===== config.mk =====
export PLATFORM = sky130hd
export DESIGN_NAME = voice_cmd_front
export DESIGN_NICKNAME = d
export VERILOG_FILES = /design/src/include/voice_cmd_pkg.sv /design/src/rtl/voice_cmd_front.sv
export SDC_FILE = /design/constraint.sdc
export NUM_CORES = 1
export LEC_CHECK = 0
export BUFFER_PORTS_ARGS = -buffer_cell sky130_fd_sc_hd__buf_4
export CORE_MARGIN = 1
export CORE_UTILIZATION = 60
export CTS_BUF_LIST = sky130_fd_sc_hd__clkbuf_2 sky130_fd_sc_hd__clkbuf_4 sky130_fd_sc_hd__clkbuf_8
export DETAILED_ROUTE_END_ITERATION = 16
export MAX_ROUTING_LAYER = met4
export PLACE_DENSITY_LB_ADDON = 0.25
export SLEW_MARGIN = 20
export SYNTH_ARGS = -nofsm -noshare
export SYNTH_HDL_FRONTEND = slang
export SYNTH_SLANG_ARGS = --single-unit

===== constraint.sdc =====
create_clock -name clk_i -period 8 [get_ports clk_i]
set_input_delay 1.6 -clock clk_i [delete_from_list [all_inputs] [get_ports clk_i]]
set_output_delay 1.6 -clock clk_i [all_outputs]
set_load 0.05 [all_outputs]

===== src/include/voice_cmd_pkg.sv =====
`default_nettype none
package voice_cmd_pkg;

  // ****************************************
  // frame layout
  // ****************************************
  localparam int FRAME_BITS    = 16;
  localparam int ADDR_BITS     = 11;
  localparam int CTRL_BITS     = 5;
  localparam int ROW_BITS      = 10;
  localparam int CNT_BITS      = 5;
  // control field positions inside the received frame
  localparam int CUE_ENABLE_POS   = 11;
  localparam int SKIP_ADDRESS_POS = 12;
  localparam int POWER_CTRL_POS   = 13;
  localparam int DIRECTION_POS    = 14;
  localparam int RUN_CTRL_POS     = 15;

  // ****************************************
  // storage array geometry
  // ****************************************
  localparam int ROW_COUNT     = 600;
  localparam int CELLS_PER_ROW = 1600;
  localparam logic [ROW_BITS-1:0] ROW_LAST = 10'h257;

  // ****************************************
  // control codes, bit 0 is cue_enable_bit
  // ****************************************
  localparam logic [CTRL_BITS-1:0] CMD_POWER_ON        = 5'h04;
  localparam logic [CTRL_BITS-1:0] CMD_LISTEN_AT_ADDR  = 5'h1c;
  localparam logic [CTRL_BITS-1:0] CMD_LISTEN_HERE     = 5'h1e;
  localparam logic [CTRL_BITS-1:0] CMD_CAPTURE_AT_ADDR = 5'h14;
  localparam logic [CTRL_BITS-1:0] CMD_CAPTURE_HERE    = 5'h16;
  localparam logic [CTRL_BITS-1:0] CMD_SKIP_AT_ADDR    = 5'h1d;
  localparam logic [CTRL_BITS-1:0] CMD_SKIP_HERE       = 5'h1f;
  // halt / read flags: direction bit is a don't care
  localparam logic [CTRL_BITS-1:0] CMD_HALT_MASK       = 5'h17;
  localparam logic [CTRL_BITS-1:0] CMD_HALT_VALUE      = 5'h06;
  // halt and sleep: cue and direction bits are don't care
  localparam logic [CTRL_BITS-1:0] CMD_HALT_SLEEP_MASK  = 5'h16;
  localparam logic [CTRL_BITS-1:0] CMD_HALT_SLEEP_VALUE = 5'h02;

  // ****************************************
  // status word shifted out
  // ****************************************
  localparam int STATUS_OVF_POS = 0;
  localparam int STATUS_EOM_POS = 1;
  localparam int STATUS_PTR_POS = 2;

  // ****************************************
  // timing
  // ****************************************
  localparam int CLK_PERIOD_NS  = 100;
  localparam int WAKE_DELAY_US  = 25000;
  localparam int WAKE_CYCLES    = (WAKE_DELAY_US * 1000 + CLK_PERIOD_NS - 1) / CLK_PERIOD_NS;
  localparam int WAKE_CNT_BITS  = 20;

  // ****************************************
  // operation states
  // ****************************************
  typedef enum logic [2:0] {
    OP_OFF,
    OP_WAKING,
    OP_IDLE,
    OP_LISTEN,
    OP_CAPTURE,
    OP_SKIP
  } op_state_t;

endpackage
`default_nettype wire


===== src/rtl/voice_cmd_front.sv =====
`timescale 1ns/1ns
`default_nettype none

// What this block does
// - falling select edge starts a new instruction frame
// - input sampled on rising clock, output changed on falling, lsb first
// - frame is 11 address bits then 5 control bits
// - operation ending on marker or overflow raises interrupt
// - pending interrupt clears when next frame begins
// - status shifts out while new command shifts in, same frame
// - run bit set starts operation, run bit clear ends it only in the halt and halt sleep codes
// - command acted on only after select returns high
// - power-on code wakes device, ready after wake delay
// - listen at addr starts playback at given row
// - listen here plays from current row until marker or overflow
// - capture at addr starts recording at given row
// - capture here records from current row until overflow or halt
// - skip at addr starts cueing at given row
// - skip here cues to next marker or overflow
// - halt code stops any running operation
// - halt sleep code stops and enters standby
// - read flags code returns overflow and marker flags
// - cueing accepted only when starting playback, not mid-playback
// - array is 600 rows of 1600 cells, rows within ten bits
// - control bits: cue, ignore address, power, direction, run
// - ignore address bit set discards row, clear uses it
// - interrupt is open-drain active low and latches
// - overflow at end of memory, marker flag only in playback or cueing
module voice_cmd_front #(
  parameter int WAKE_CYCLES = voice_cmd_pkg::WAKE_CYCLES
) (
  // clock and reset
  input  wire logic                                clk_i,
  input  wire logic                                reset_i,
  // serial pins from host
  input  wire logic                                sclk_i,
  input  wire logic                                mosi_i,
  input  wire logic                                ss_n_i,
  // serial output pin
  output logic                                     miso_o,
  output logic                                     miso_oe_o,
  // open-drain interrupt pin
  output logic                                     irq_n_o,
  output logic                                     irq_oe_o,
  // storage engine events, same clock
  input  wire logic                                end_of_memory_i,
  input  wire logic                                marker_found_i,
  input  wire logic [voice_cmd_pkg::ROW_BITS-1:0]  row_pointer_i,
  // storage engine control
  output logic                                     start_pulse_o,
  output logic                                     use_row_o,
  output logic [voice_cmd_pkg::ROW_BITS-1:0]       start_row_o,
  output logic                                     listen_o,
  output logic                                     capture_o,
  output logic                                     skip_o,
  output logic                                     powered_o,
  output logic                                     ready_o,
  // status
  output logic                                     overflow_flag_o,
  output logic                                     end_of_message_flag_o,
  output logic                                     frame_error_o
);

  // ****************************************
  // state record
  // ****************************************
  typedef struct packed {
    logic [2:0]                                 sclk_sync;
    logic [2:0]                                 ss_sync;
    logic [1:0]                                 mosi_sync;
    logic [voice_cmd_pkg::FRAME_BITS-1:0]       in_shift;
    logic [voice_cmd_pkg::FRAME_BITS-1:0]       out_shift;
    logic [voice_cmd_pkg::CNT_BITS-1:0]         bit_count;
    logic                                       miso;
    logic                                       miso_oe;
    voice_cmd_pkg::op_state_t                   op;
    logic [voice_cmd_pkg::WAKE_CNT_BITS-1:0]    wake_count;
    logic                                       overflow_flag;
    logic                                       end_of_message_flag;
    logic                                       irq_pending;
    logic                                       start_pulse;
    logic                                       use_row;
    logic [voice_cmd_pkg::ROW_BITS-1:0]         start_row;
    logic                                       frame_error;
  } state_t;

  state_t state_reg;
  state_t state_next;

  // ****************************************
  // helpers
  // ****************************************
  // rise and fall of a synchronised level, reads stages two and three only
  function automatic logic rose(input logic [2:0] s);
    rose = s[1] & ~s[2];
  endfunction

  function automatic logic fell(input logic [2:0] s);
    fell = ~s[1] & s[2];
  endfunction

  // control field match with don't-care mask
  function automatic logic ctrl_is(input logic [voice_cmd_pkg::CTRL_BITS-1:0] c,
                                   input logic [voice_cmd_pkg::CTRL_BITS-1:0] mask,
                                   input logic [voice_cmd_pkg::CTRL_BITS-1:0] value);
    ctrl_is = (c & mask) == value;
  endfunction

  localparam logic [voice_cmd_pkg::CTRL_BITS-1:0] FULL_MASK = 5'h1f;
  localparam logic [voice_cmd_pkg::WAKE_CNT_BITS-1:0] WAKE_LOAD =
    voice_cmd_pkg::WAKE_CNT_BITS'(WAKE_CYCLES - 1);
  localparam logic [voice_cmd_pkg::CNT_BITS-1:0] FRAME_LEN =
    voice_cmd_pkg::CNT_BITS'(voice_cmd_pkg::FRAME_BITS);
  localparam logic [voice_cmd_pkg::CNT_BITS-1:0] CNT_ONE = 5'h01;
  localparam logic [voice_cmd_pkg::WAKE_CNT_BITS-1:0] WAKE_ONE = 20'h00001;

  // ****************************************
  // next-state logic
  // ****************************************
  always_comb
  begin
    logic                                      sclk_rise;
    logic                                      sclk_fall;
    logic                                      frame_start;
    logic                                      frame_end;
    logic                                      selected;
    logic [voice_cmd_pkg::CTRL_BITS-1:0]       ctrl;
    logic [voice_cmd_pkg::ROW_BITS-1:0]        row;
    logic                                      skip_addr;
    logic                                      running;
    logic                                      ready;
    logic                                      ev_ovf;
    logic                                      ev_eom;
    logic                                      start_ok;
    voice_cmd_pkg::op_state_t                  start_op;
    logic                                      is_start;

    sclk_rise   = rose(state_reg.sclk_sync);
    sclk_fall   = fell(state_reg.sclk_sync);
    frame_start = fell(state_reg.ss_sync);
    frame_end   = rose(state_reg.ss_sync);
    selected    = ~state_reg.ss_sync[1];
    ctrl        = state_reg.in_shift[voice_cmd_pkg::RUN_CTRL_POS:voice_cmd_pkg::CUE_ENABLE_POS];
    row         = state_reg.in_shift[voice_cmd_pkg::ROW_BITS-1:0];
    skip_addr   = state_reg.in_shift[voice_cmd_pkg::SKIP_ADDRESS_POS];
    running     = (state_reg.op == voice_cmd_pkg::OP_LISTEN) ||
                  (state_reg.op == voice_cmd_pkg::OP_CAPTURE) ||
                  (state_reg.op == voice_cmd_pkg::OP_SKIP);
    ready       = running || (state_reg.op == voice_cmd_pkg::OP_IDLE);
    ev_ovf      = 1'b0;
    ev_eom      = 1'b0;
    start_ok    = 1'b0;
    start_op    = voice_cmd_pkg::OP_IDLE;
    is_start    = 1'b0;

    state_next             = state_reg;
    state_next.sclk_sync   = {state_reg.sclk_sync[1:0], sclk_i};
    state_next.ss_sync     = {state_reg.ss_sync[1:0], ss_n_i};
    state_next.mosi_sync   = {state_reg.mosi_sync[0], mosi_i};
    state_next.start_pulse = 1'b0;

    // frame start
    // select fall snapshots status and arms the shifters
    if (frame_start)
    begin
      state_next.bit_count = '0;
      state_next.in_shift  = '0;
      state_next.out_shift = '0;
      state_next.out_shift[voice_cmd_pkg::STATUS_OVF_POS] = state_reg.overflow_flag;
      state_next.out_shift[voice_cmd_pkg::STATUS_EOM_POS] = state_reg.end_of_message_flag;
      state_next.out_shift[voice_cmd_pkg::STATUS_PTR_POS +: voice_cmd_pkg::ROW_BITS] = row_pointer_i;
      state_next.miso      = state_reg.overflow_flag;
      state_next.miso_oe   = 1'b1;
      state_next.irq_pending         = 1'b0;
      state_next.overflow_flag       = 1'b0;
      state_next.end_of_message_flag = 1'b0;
    end
    else if (selected && sclk_rise)
    begin
      state_next.in_shift = {state_reg.mosi_sync[1], state_reg.in_shift[voice_cmd_pkg::FRAME_BITS-1:1]};
      if (state_reg.bit_count != '1)
        state_next.bit_count = state_reg.bit_count + CNT_ONE;
    end
    else if (selected && sclk_fall)
    begin
      state_next.out_shift = {1'b0, state_reg.out_shift[voice_cmd_pkg::FRAME_BITS-1:1]};
      state_next.miso      = state_reg.out_shift[1];
    end

    if (!selected && !frame_start)
    begin
      state_next.miso_oe = 1'b0;
      state_next.miso    = 1'b0;
    end

    // wake delay countdown
    // ready only after wake delay
    if (state_reg.op == voice_cmd_pkg::OP_WAKING)
    begin
      if (state_reg.wake_count == '0)
        state_next.op = voice_cmd_pkg::OP_IDLE;
      else
        state_next.wake_count = state_reg.wake_count - WAKE_ONE;
    end

    // storage engine terminations
    // overflow any run, marker only in playback or cueing
    if (running && end_of_memory_i)
      ev_ovf = 1'b1;
    else if ((state_reg.op == voice_cmd_pkg::OP_LISTEN || state_reg.op == voice_cmd_pkg::OP_SKIP) &&
             marker_found_i)
      ev_eom = 1'b1;
    if (ev_ovf || ev_eom)
      state_next.op = voice_cmd_pkg::OP_IDLE;

    if (frame_end)
    begin
      state_next.frame_error = state_reg.bit_count != FRAME_LEN;
      if (state_reg.bit_count == FRAME_LEN)
      begin
        if (ctrl_is(ctrl, voice_cmd_pkg::CMD_HALT_SLEEP_MASK, voice_cmd_pkg::CMD_HALT_SLEEP_VALUE))
          state_next.op = voice_cmd_pkg::OP_OFF;
        else if (ctrl_is(ctrl, voice_cmd_pkg::CMD_HALT_MASK, voice_cmd_pkg::CMD_HALT_VALUE))
        begin
          if (ready)
            state_next.op = voice_cmd_pkg::OP_IDLE;
        end
        else if (ctrl_is(ctrl, FULL_MASK, voice_cmd_pkg::CMD_POWER_ON))
        begin
          if (state_reg.op == voice_cmd_pkg::OP_OFF)
          begin
            state_next.op         = voice_cmd_pkg::OP_WAKING;
            state_next.wake_count = WAKE_LOAD;
          end
        end
        else if (ctrl_is(ctrl, FULL_MASK, voice_cmd_pkg::CMD_LISTEN_AT_ADDR) ||
                 ctrl_is(ctrl, FULL_MASK, voice_cmd_pkg::CMD_LISTEN_HERE))
        begin
          is_start = 1'b1;
          start_op = voice_cmd_pkg::OP_LISTEN;
        end
        else if (ctrl_is(ctrl, FULL_MASK, voice_cmd_pkg::CMD_CAPTURE_AT_ADDR) ||
                 ctrl_is(ctrl, FULL_MASK, voice_cmd_pkg::CMD_CAPTURE_HERE))
        begin
          is_start = 1'b1;
          start_op = voice_cmd_pkg::OP_CAPTURE;
        end
        else if (ctrl_is(ctrl, FULL_MASK, voice_cmd_pkg::CMD_SKIP_AT_ADDR) ||
                 ctrl_is(ctrl, FULL_MASK, voice_cmd_pkg::CMD_SKIP_HERE))
        begin
          is_start = 1'b1;
          start_op = voice_cmd_pkg::OP_SKIP;
        end

        start_ok = is_start && ready &&
                   !(start_op == voice_cmd_pkg::OP_SKIP && state_reg.op == voice_cmd_pkg::OP_LISTEN) &&
                   (skip_addr || row <= voice_cmd_pkg::ROW_LAST);
        if (start_ok && !(ev_ovf || ev_eom))
        begin
          state_next.op          = start_op;
          state_next.start_pulse = 1'b1;
          state_next.use_row     = ~skip_addr;
          state_next.start_row   = skip_addr ? state_reg.start_row : row;
        end
      end
    end

    // latched until next frame, set wins over clear
    if (ev_ovf)
    begin
      state_next.overflow_flag = 1'b1;
      state_next.irq_pending   = 1'b1;
    end
    if (ev_eom)
    begin
      state_next.end_of_message_flag = 1'b1;
      state_next.irq_pending         = 1'b1;
    end
  end

  // ****************************************
  // state register
  // ****************************************
  always_ff @(posedge clk_i or posedge reset_i)
  begin
    if (reset_i)
    begin
      state_reg           <= '0;
      state_reg.sclk_sync <= 3'h0;
      state_reg.ss_sync   <= 3'h7;   // deselected
      state_reg.op        <= voice_cmd_pkg::OP_OFF;
    end
    else
      state_reg <= state_next;
  end

  // ****************************************
  // outputs
  // ****************************************
  assign miso_o                = state_reg.miso;
  assign miso_oe_o             = state_reg.miso_oe;
  assign irq_n_o               = ~state_reg.irq_pending;
  assign irq_oe_o              = state_reg.irq_pending;  // pulls low only
  assign start_pulse_o         = state_reg.start_pulse;
  assign use_row_o             = state_reg.use_row;
  assign start_row_o           = state_reg.start_row;
  assign listen_o              = state_reg.op == voice_cmd_pkg::OP_LISTEN;
  assign capture_o             = state_reg.op == voice_cmd_pkg::OP_CAPTURE;
  assign skip_o                = state_reg.op == voice_cmd_pkg::OP_SKIP;
  assign powered_o             = state_reg.op != voice_cmd_pkg::OP_OFF;
  assign ready_o               = (state_reg.op != voice_cmd_pkg::OP_OFF) &&
                                 (state_reg.op != voice_cmd_pkg::OP_WAKING);
  assign overflow_flag_o       = state_reg.overflow_flag;
  assign end_of_message_flag_o = state_reg.end_of_message_flag;
  assign frame_error_o         = state_reg.frame_error;

endmodule
`default_nettype wire


After elaboration in Yosys (flattened, before gate mapping)
Cells that the tools add are included.
Word-level totals
  bits of input ports: 17
  output and inout bits: 24
  bits in registers: 86
  word-level logic and storage cells: 141
Cells by class
  equal/unequal tests: 21
  add/sub/neg operators: 2
  bitwise gates (word level): 10
  multiplexer cells: 51
  reductions and logical operators: 39
  $lt $le $gt $ge: 1
Operator list (count)
  two-way mux 23 bit: 5
  two-way mux 20 bit: 3
  two-way mux 16 bit: 3
  two-way mux 3 bit: 15
  two-way mux 38 bit: 1
  equality test 5 bit, second input constant: 7
  two-way mux 12 bit: 2
  logical NOT 20 bit: 1
  subtractor 20 x 1 -> 20 bit, second input constant: 1
  two-way mux 1 bit: 16
  two-way mux 13 bit: 1
  nonzero test 2 bit: 6
  logical AND 1 bit: 11
  less-or-equal comparator 10 bit, second input constant: 1
  two-way mux 10 bit: 1
  two-way mux 5 bit: 2
  != test 5 bit, second input constant: 2
  equality test 3 bit, second input constant: 3
  logical OR 1 bit: 9
  nonzero test 3 bit: 3
  equality test 3 x 1 -> 1 bit, second input constant: 2
  equality test 3 x 2 -> 1 bit, second input constant: 2
  inverter 1 bit: 6
  AND reduction 2 bit: 3
  other kinds (12): 18

Logic depth before layout (Yosys ltp)
  depth in word-level cells: 19
  gate-level depth with buffers: 8
  gate-level depth less buffers: 7

Worst setup path before layout
No wires, ideal clock.
  kind: register to output
  from: register state_reg[37] in the netlist's numbering
  to: output port capture_o
  data arrival time: 1372 ps
  buffers on the path: 1
  path slack: 5028 ps
  data required time: 6400 ps
  stages on the path, launching flop included: 4
  cell sequence: dfrtp_1 clkbuf_1 nand2b_1 nor2_1
Between the ends
  cells in the longest elaborated chain, start to end: 1
RTL lines
  start, declared: RTL line voice_cmd_front.sv:87  | state_t state_reg;
  start signal, assigned: RTL line voice_cmd_front.sv:294  | state_reg <= state_next;
  equality test 3 bit: RTL line voice_cmd_front.sv:308  | assign capture_o = state_reg.op == voice_cmd_pkg::OP_CAPTURE;
  end, declared: RTL line voice_cmd_front.sv:54  | output logic capture_o,
Every way passes these cells.

Worst setup path in the final report
  from: register state_reg[37] in the netlist's numbering
  to: output port powered_o
Between the ends
  cells in the longest elaborated chain, start to end: 1
RTL lines
  nonzero test 3 bit: RTL line voice_cmd_front.sv:310  | assign powered_o = state_reg.op != voice_cmd_pkg::OP_OFF;
  end, declared: RTL line voice_cmd_front.sv:56  | output logic powered_o,
Every way passes these cells.

==> impl_metrics.json <==
{
  "worstPathBufferInverterCount": 1,
  "coreArea_mm2": 0.00635,
  "cts_hold_repair.buffers": 0,
  "floorplan.die.height_um": 83.3,
  "switching_share_pct": 27.7,
  "timing.slew.headroom_pct": 36.6,
  "number_of_synthesized_flops_with_an_enable_pin": 0,
  "initial_standard_cell_utilization_of_the_core_pct": 62.4,
  "totalNegativeSetupSlack_ns": 0,
  "setup-violations-final": 0,
  "clock-sinks": 81,
  "dieArea_mm2": 0.00693,
  "cts.root.buffer_cell": "sky130_fd_sc_hd__clkbuf_8",
  "slowest_stage": "sky130_fd_sc_hd__dfrtp_1",
  "gp_congestion": 0.893,
  "timing_worst_setup_path_type": "reg -> out",
  "power.density_mw_per_mm2": 189,
  "final-max-slew-violation-count": 0,
  "post-route-min-period_ns": 3.10,
  "rr_worst_depth": 5,
  "netlist_instances": 407,
  "power.ir.vdd_worst_mv": 0.145,
  "wirelength_mm": 8.01,
  "synth-main-ff-cell": "sky130_fd_sc_hd__dfrtp_1",
  "cts.clk_slew.worst_paths_ns": 0.08,
  "achievable-frequency_mhz": 322,
  "pwr-share-clk_pct": 36.7,
  "synth-seq-area-share_pct": 51.2,
  "setup.worst_path.start_class": "flip-flop",
  "tritoncts_clock_tree": "yes",
  "port_buffers": 40,
  "antenna_violating_nets_post_route": 0,
  "critical-path-max-stage-delay_ns": 0.48,
  "cts_max_path_buffers": 2,
  "synth.cell_area_mm2": 0.00396,
  "fin_hold_ws_ns": 0.362,
  "power.net_switching_mw": 0.231,
  "vias": 2981,
  "std_cell_rows": 29,
  "post-cts-setup-buffer-count": 0,
  "synth-warning-count": 0,
  "wl_per_instance_um": 15.6,
  "dr.first_iter.drc_count": 278,
  "floorplan.io_pins": 41,
  "max-cap-violations": 0,
  "drc": 0,
  "crit_path_end_kind": "primary output",
  "grt_util_all_layers_pct": 25.9,
  "design.final.nets": 452,
  "worst_path_dominant_cell_family": "flip-flops",
  "fillers": 502,
  "timing.final.crit_share_pct": 38.8,
  "leakage_nw": 2.05,
  "syn_avg_cell_area_um2": 9.74,
  "grt_pass1_wl_mm": 13.9,
  "worstSetupPathDepth": 2,
  "detail_route.vias_per_cell": 5.82,
  "comb_power_share_pct": 10.2,
  "worstPathCellList": "or3_1 > buf_4",
  "htreeDepth": 3,
  "place_hpwl_mm": 5.36,
  "grt_antenna_before_repair": 0,
  "area_growth_syn_to_layout_pct": 11.6,
  "worstMarginPinSlew_ns": 0.943,
  "largest_register_ff_count": 58,
  "synthDistinctLibCells": 49,
  "finalNonFillerCells": 512,
  "layout-drive-gt1-share_pct": 20.2,
  "required_ns": 6.40,
  "diodes": 0,
  "fin_worst_skew_ns": 0.0119,
  "yosys_register_bits": 81,
  "critical_path_peak_fanout": 9,
  "finalHoldViolCount": 0,
  "grt_setup_unrepaired": "no",
  "crit_arrival_ns": 1.50,
  "mappedNetlistNets": 429,
  "chipWidth_um": 83.3,
  "relative_contribution_of_sequential_cells_to_total_power_pct": 53.1,
  "whs_path_depth": 0,
  "grt_pass1_vias": 2947,
  "post_cts.resized_instances": 0,
  "place_inst": 496,
  "cell_internal_pwr_mw": 0.604,
  "first_pass_iters": 4,
  "hold_path_class": "reg -> reg",
  "status": "complete, no violations",
  "grt_overflow_total": 0,
  "numCtsBuffers": 9,
  "clock_latency_ns": 0.36,
  "pin_count_of_the_biggest_net_entering_global_routing": 82,
  "synthArstFlopShare_pct": 100
}
-- per-stage QoR --
step	setup slack [ns]	area [um^2]	total power [mW]	util, %
2_1_floorplan	4.32	3960	0.508	-
3_3_place_gp	5.08	4220	0.534	66.4
4_1_cts	4.90	4420	0.841	69.6
3_5_place_dp	5.04	4220	0.537	66.4
5_1_grt	4.85	4420	0.868	69.7
6_report	4.90	4420	0.835	69.7
-- synth_stat cells, types with 3 or more instances --
| master | count | area (um^2) |
|---|---|---|
| sky130_fd_sc_hd__nor4b_1 | 3 | 26.3 |
| sky130_fd_sc_hd__a22oi_1 | 7 | 52.6 |
| sky130_fd_sc_hd__nand3_1 | 4 | 20.0 |
| sky130_fd_sc_hd__inv_1 | 15 | 56.3 |
| sky130_fd_sc_hd__nand2b_1 | 4 | 25.0 |
| sky130_fd_sc_hd__nor4_2 | 4 | 50.1 |
| sky130_fd_sc_hd__nand4_1 | 8 | 50.1 |
| sky130_fd_sc_hd__o211ai_1 | 6 | 45.0 |
| sky130_fd_sc_hd__a21o_1 | 4 | 30.0 |
| sky130_fd_sc_hd__o31ai_1 | 3 | 22.5 |
| sky130_fd_sc_hd__o21a_1 | 3 | 22.5 |
| sky130_fd_sc_hd__buf_2 | 3 | 15.0 |
| sky130_fd_sc_hd__nor4_1 | 6 | 37.5 |
| sky130_fd_sc_hd__clkbuf_1 | 17 | 63.8 |
| sky130_fd_sc_hd__nor2b_1 | 6 | 37.5 |
| sky130_fd_sc_hd__buf_4 | 11 | 82.6 |
| sky130_fd_sc_hd__dfstp_2 | 3 | 78.8 |
| sky130_fd_sc_hd__nand2_1 | 65 | 244 |
| sky130_fd_sc_hd__xor2_1 | 11 | 96.3 |
| sky130_fd_sc_hd__xnor2_1 | 7 | 61.3 |
| sky130_fd_sc_hd__o21ai_0 | 20 | 100 |
| sky130_fd_sc_hd__mux2_2 | 12 | 135 |
| sky130_fd_sc_hd__nor3b_1 | 6 | 45.0 |
| sky130_fd_sc_hd__nor2_1 | 30 | 113 |
| sky130_fd_sc_hd__or3_1 | 6 | 37.5 |
| sky130_fd_sc_hd__ha_1 | 5 | 62.6 |
| sky130_fd_sc_hd__nor3_1 | 8 | 40.0 |
| sky130_fd_sc_hd__a21oi_1 | 27 | 135 |
| sky130_fd_sc_hd__dfrtp_1 | 78 | 1950 |
| sky130_fd_sc_hd__or4_1 | 3 | 22.5 |
-- routing by layer --
layer	wire, um	share of wire (%)	up-vias	GRT usage, %
li1	-	-	1446	-
met1	3560	44	1462	34.3
met2	4040	50	67	40.0
met3	353	4.4	6	5.17
met4	54	0.67	0	9.56
met5	0	0	-	-
-- cells in the final DEF (no fill, tap or decap), drive strengths merged, types with 3 or more instances in the layout --
master,synthesis,routed
buf,15,44
clkinvlp,0,3
dfrtp,78,78
nor2b,6,6
nor4,10,10
nand2,65,65
nand3,4,4
nor3b,6,6
nor4b,3,3
o31ai,3,3
clkbuf,17,9
o211ai,7,7
dfstp,3,3
ha,5,5
or4,4,4
a21o,4,4
nor3,9,9
xnor2,7,7
a21oi,27,27
nor2,30,30
a22oi,7,7
xor2,11,11
o21a,3,3
inv,15,16
o21ai,20,20
mux2,12,12
nand4,8,8
or3,6,6
nand2b,4,4
-- final timing paths --
check	start	end	slack (ns)
max	state_reg[37]$_DFF_PP0_	powered_o	4.90
min	state_next[81]$_DFF_PP1_	state_next[82]$_DFF_PP1_	0.36
max reg2reg	state_reg[25]$_DFF_PP0_	state_reg[37]$_DFF_PP0_	5.30
min reg2reg	state_next[81]$_DFF_PP1_	state_next[82]$_DFF_PP1_	0.36
max in group asynchronous	reset_i	state_reg[18]$_DFF_PP0_	6.07
min in group asynchronous	reset_i	state_reg[64]$_DFFE_PP0P_	1.42
-- area by class of cell --
class                           instances  area [um^2]  share of cell area, %
Clock buffer                            9          124                   2.80
Clock inverter                          7         77.6                   1.75
Inverter                               15         57.6                   1.30
Multi-Input combinational cell        279         1700                   38.5
Sequential cell                        81         2030                   45.9
Tap cell                               77         96.3                   2.18
Timing Repair Buffer                   44          334                   7.55
-- power groups by stage --
stage                     Sequential (mW)  Combinational, mW  Clock (mW)
after floorplan                     0.458             0.0498           0
after global placement              0.450             0.0836           0
after detailed placement            0.451             0.0861           0
after CTS                           0.443             0.0864       0.311
after global routing                0.447             0.0943       0.327
final                               0.443             0.0853       0.306
-- kinds of logic (layout without fill, tap and decap cells) --
| kind of cell | count (synthesis) | after routing | share of synthesized area, % |
|---|---|---|---|
| and+or+nand+nor | 164 | 164 | 21.3 |
| DFF | 81 | 81 | 51.2 |
| AOI/OAI and AO/OA | 79 | 79 | 12.5 |
| buffers and inverters | 47 | 75 | 5.78 |
| xor gates and xnor gates | 18 | 18 | 3.98 |
| muxes | 13 | 13 | 3.66 |
| adders and majority gates | 5 | 5 | 1.58 |
-- worst register-to-register path: stages (launching register included) --
cell and delay, ns:
sky130_fd_sc_hd__dfrtp_1 0.44, sky130_fd_sc_hd__nor4_1 0.57, sky130_fd_sc_hd__nand4_1 0.67, sky130_fd_sc_hd__nor2_1 0.51, sky130_fd_sc_hd__nor4b_1 0.11, sky130_fd_sc_hd__o32ai_1 0.30
No activity file was read; power rests on OpenSTA's default activity.
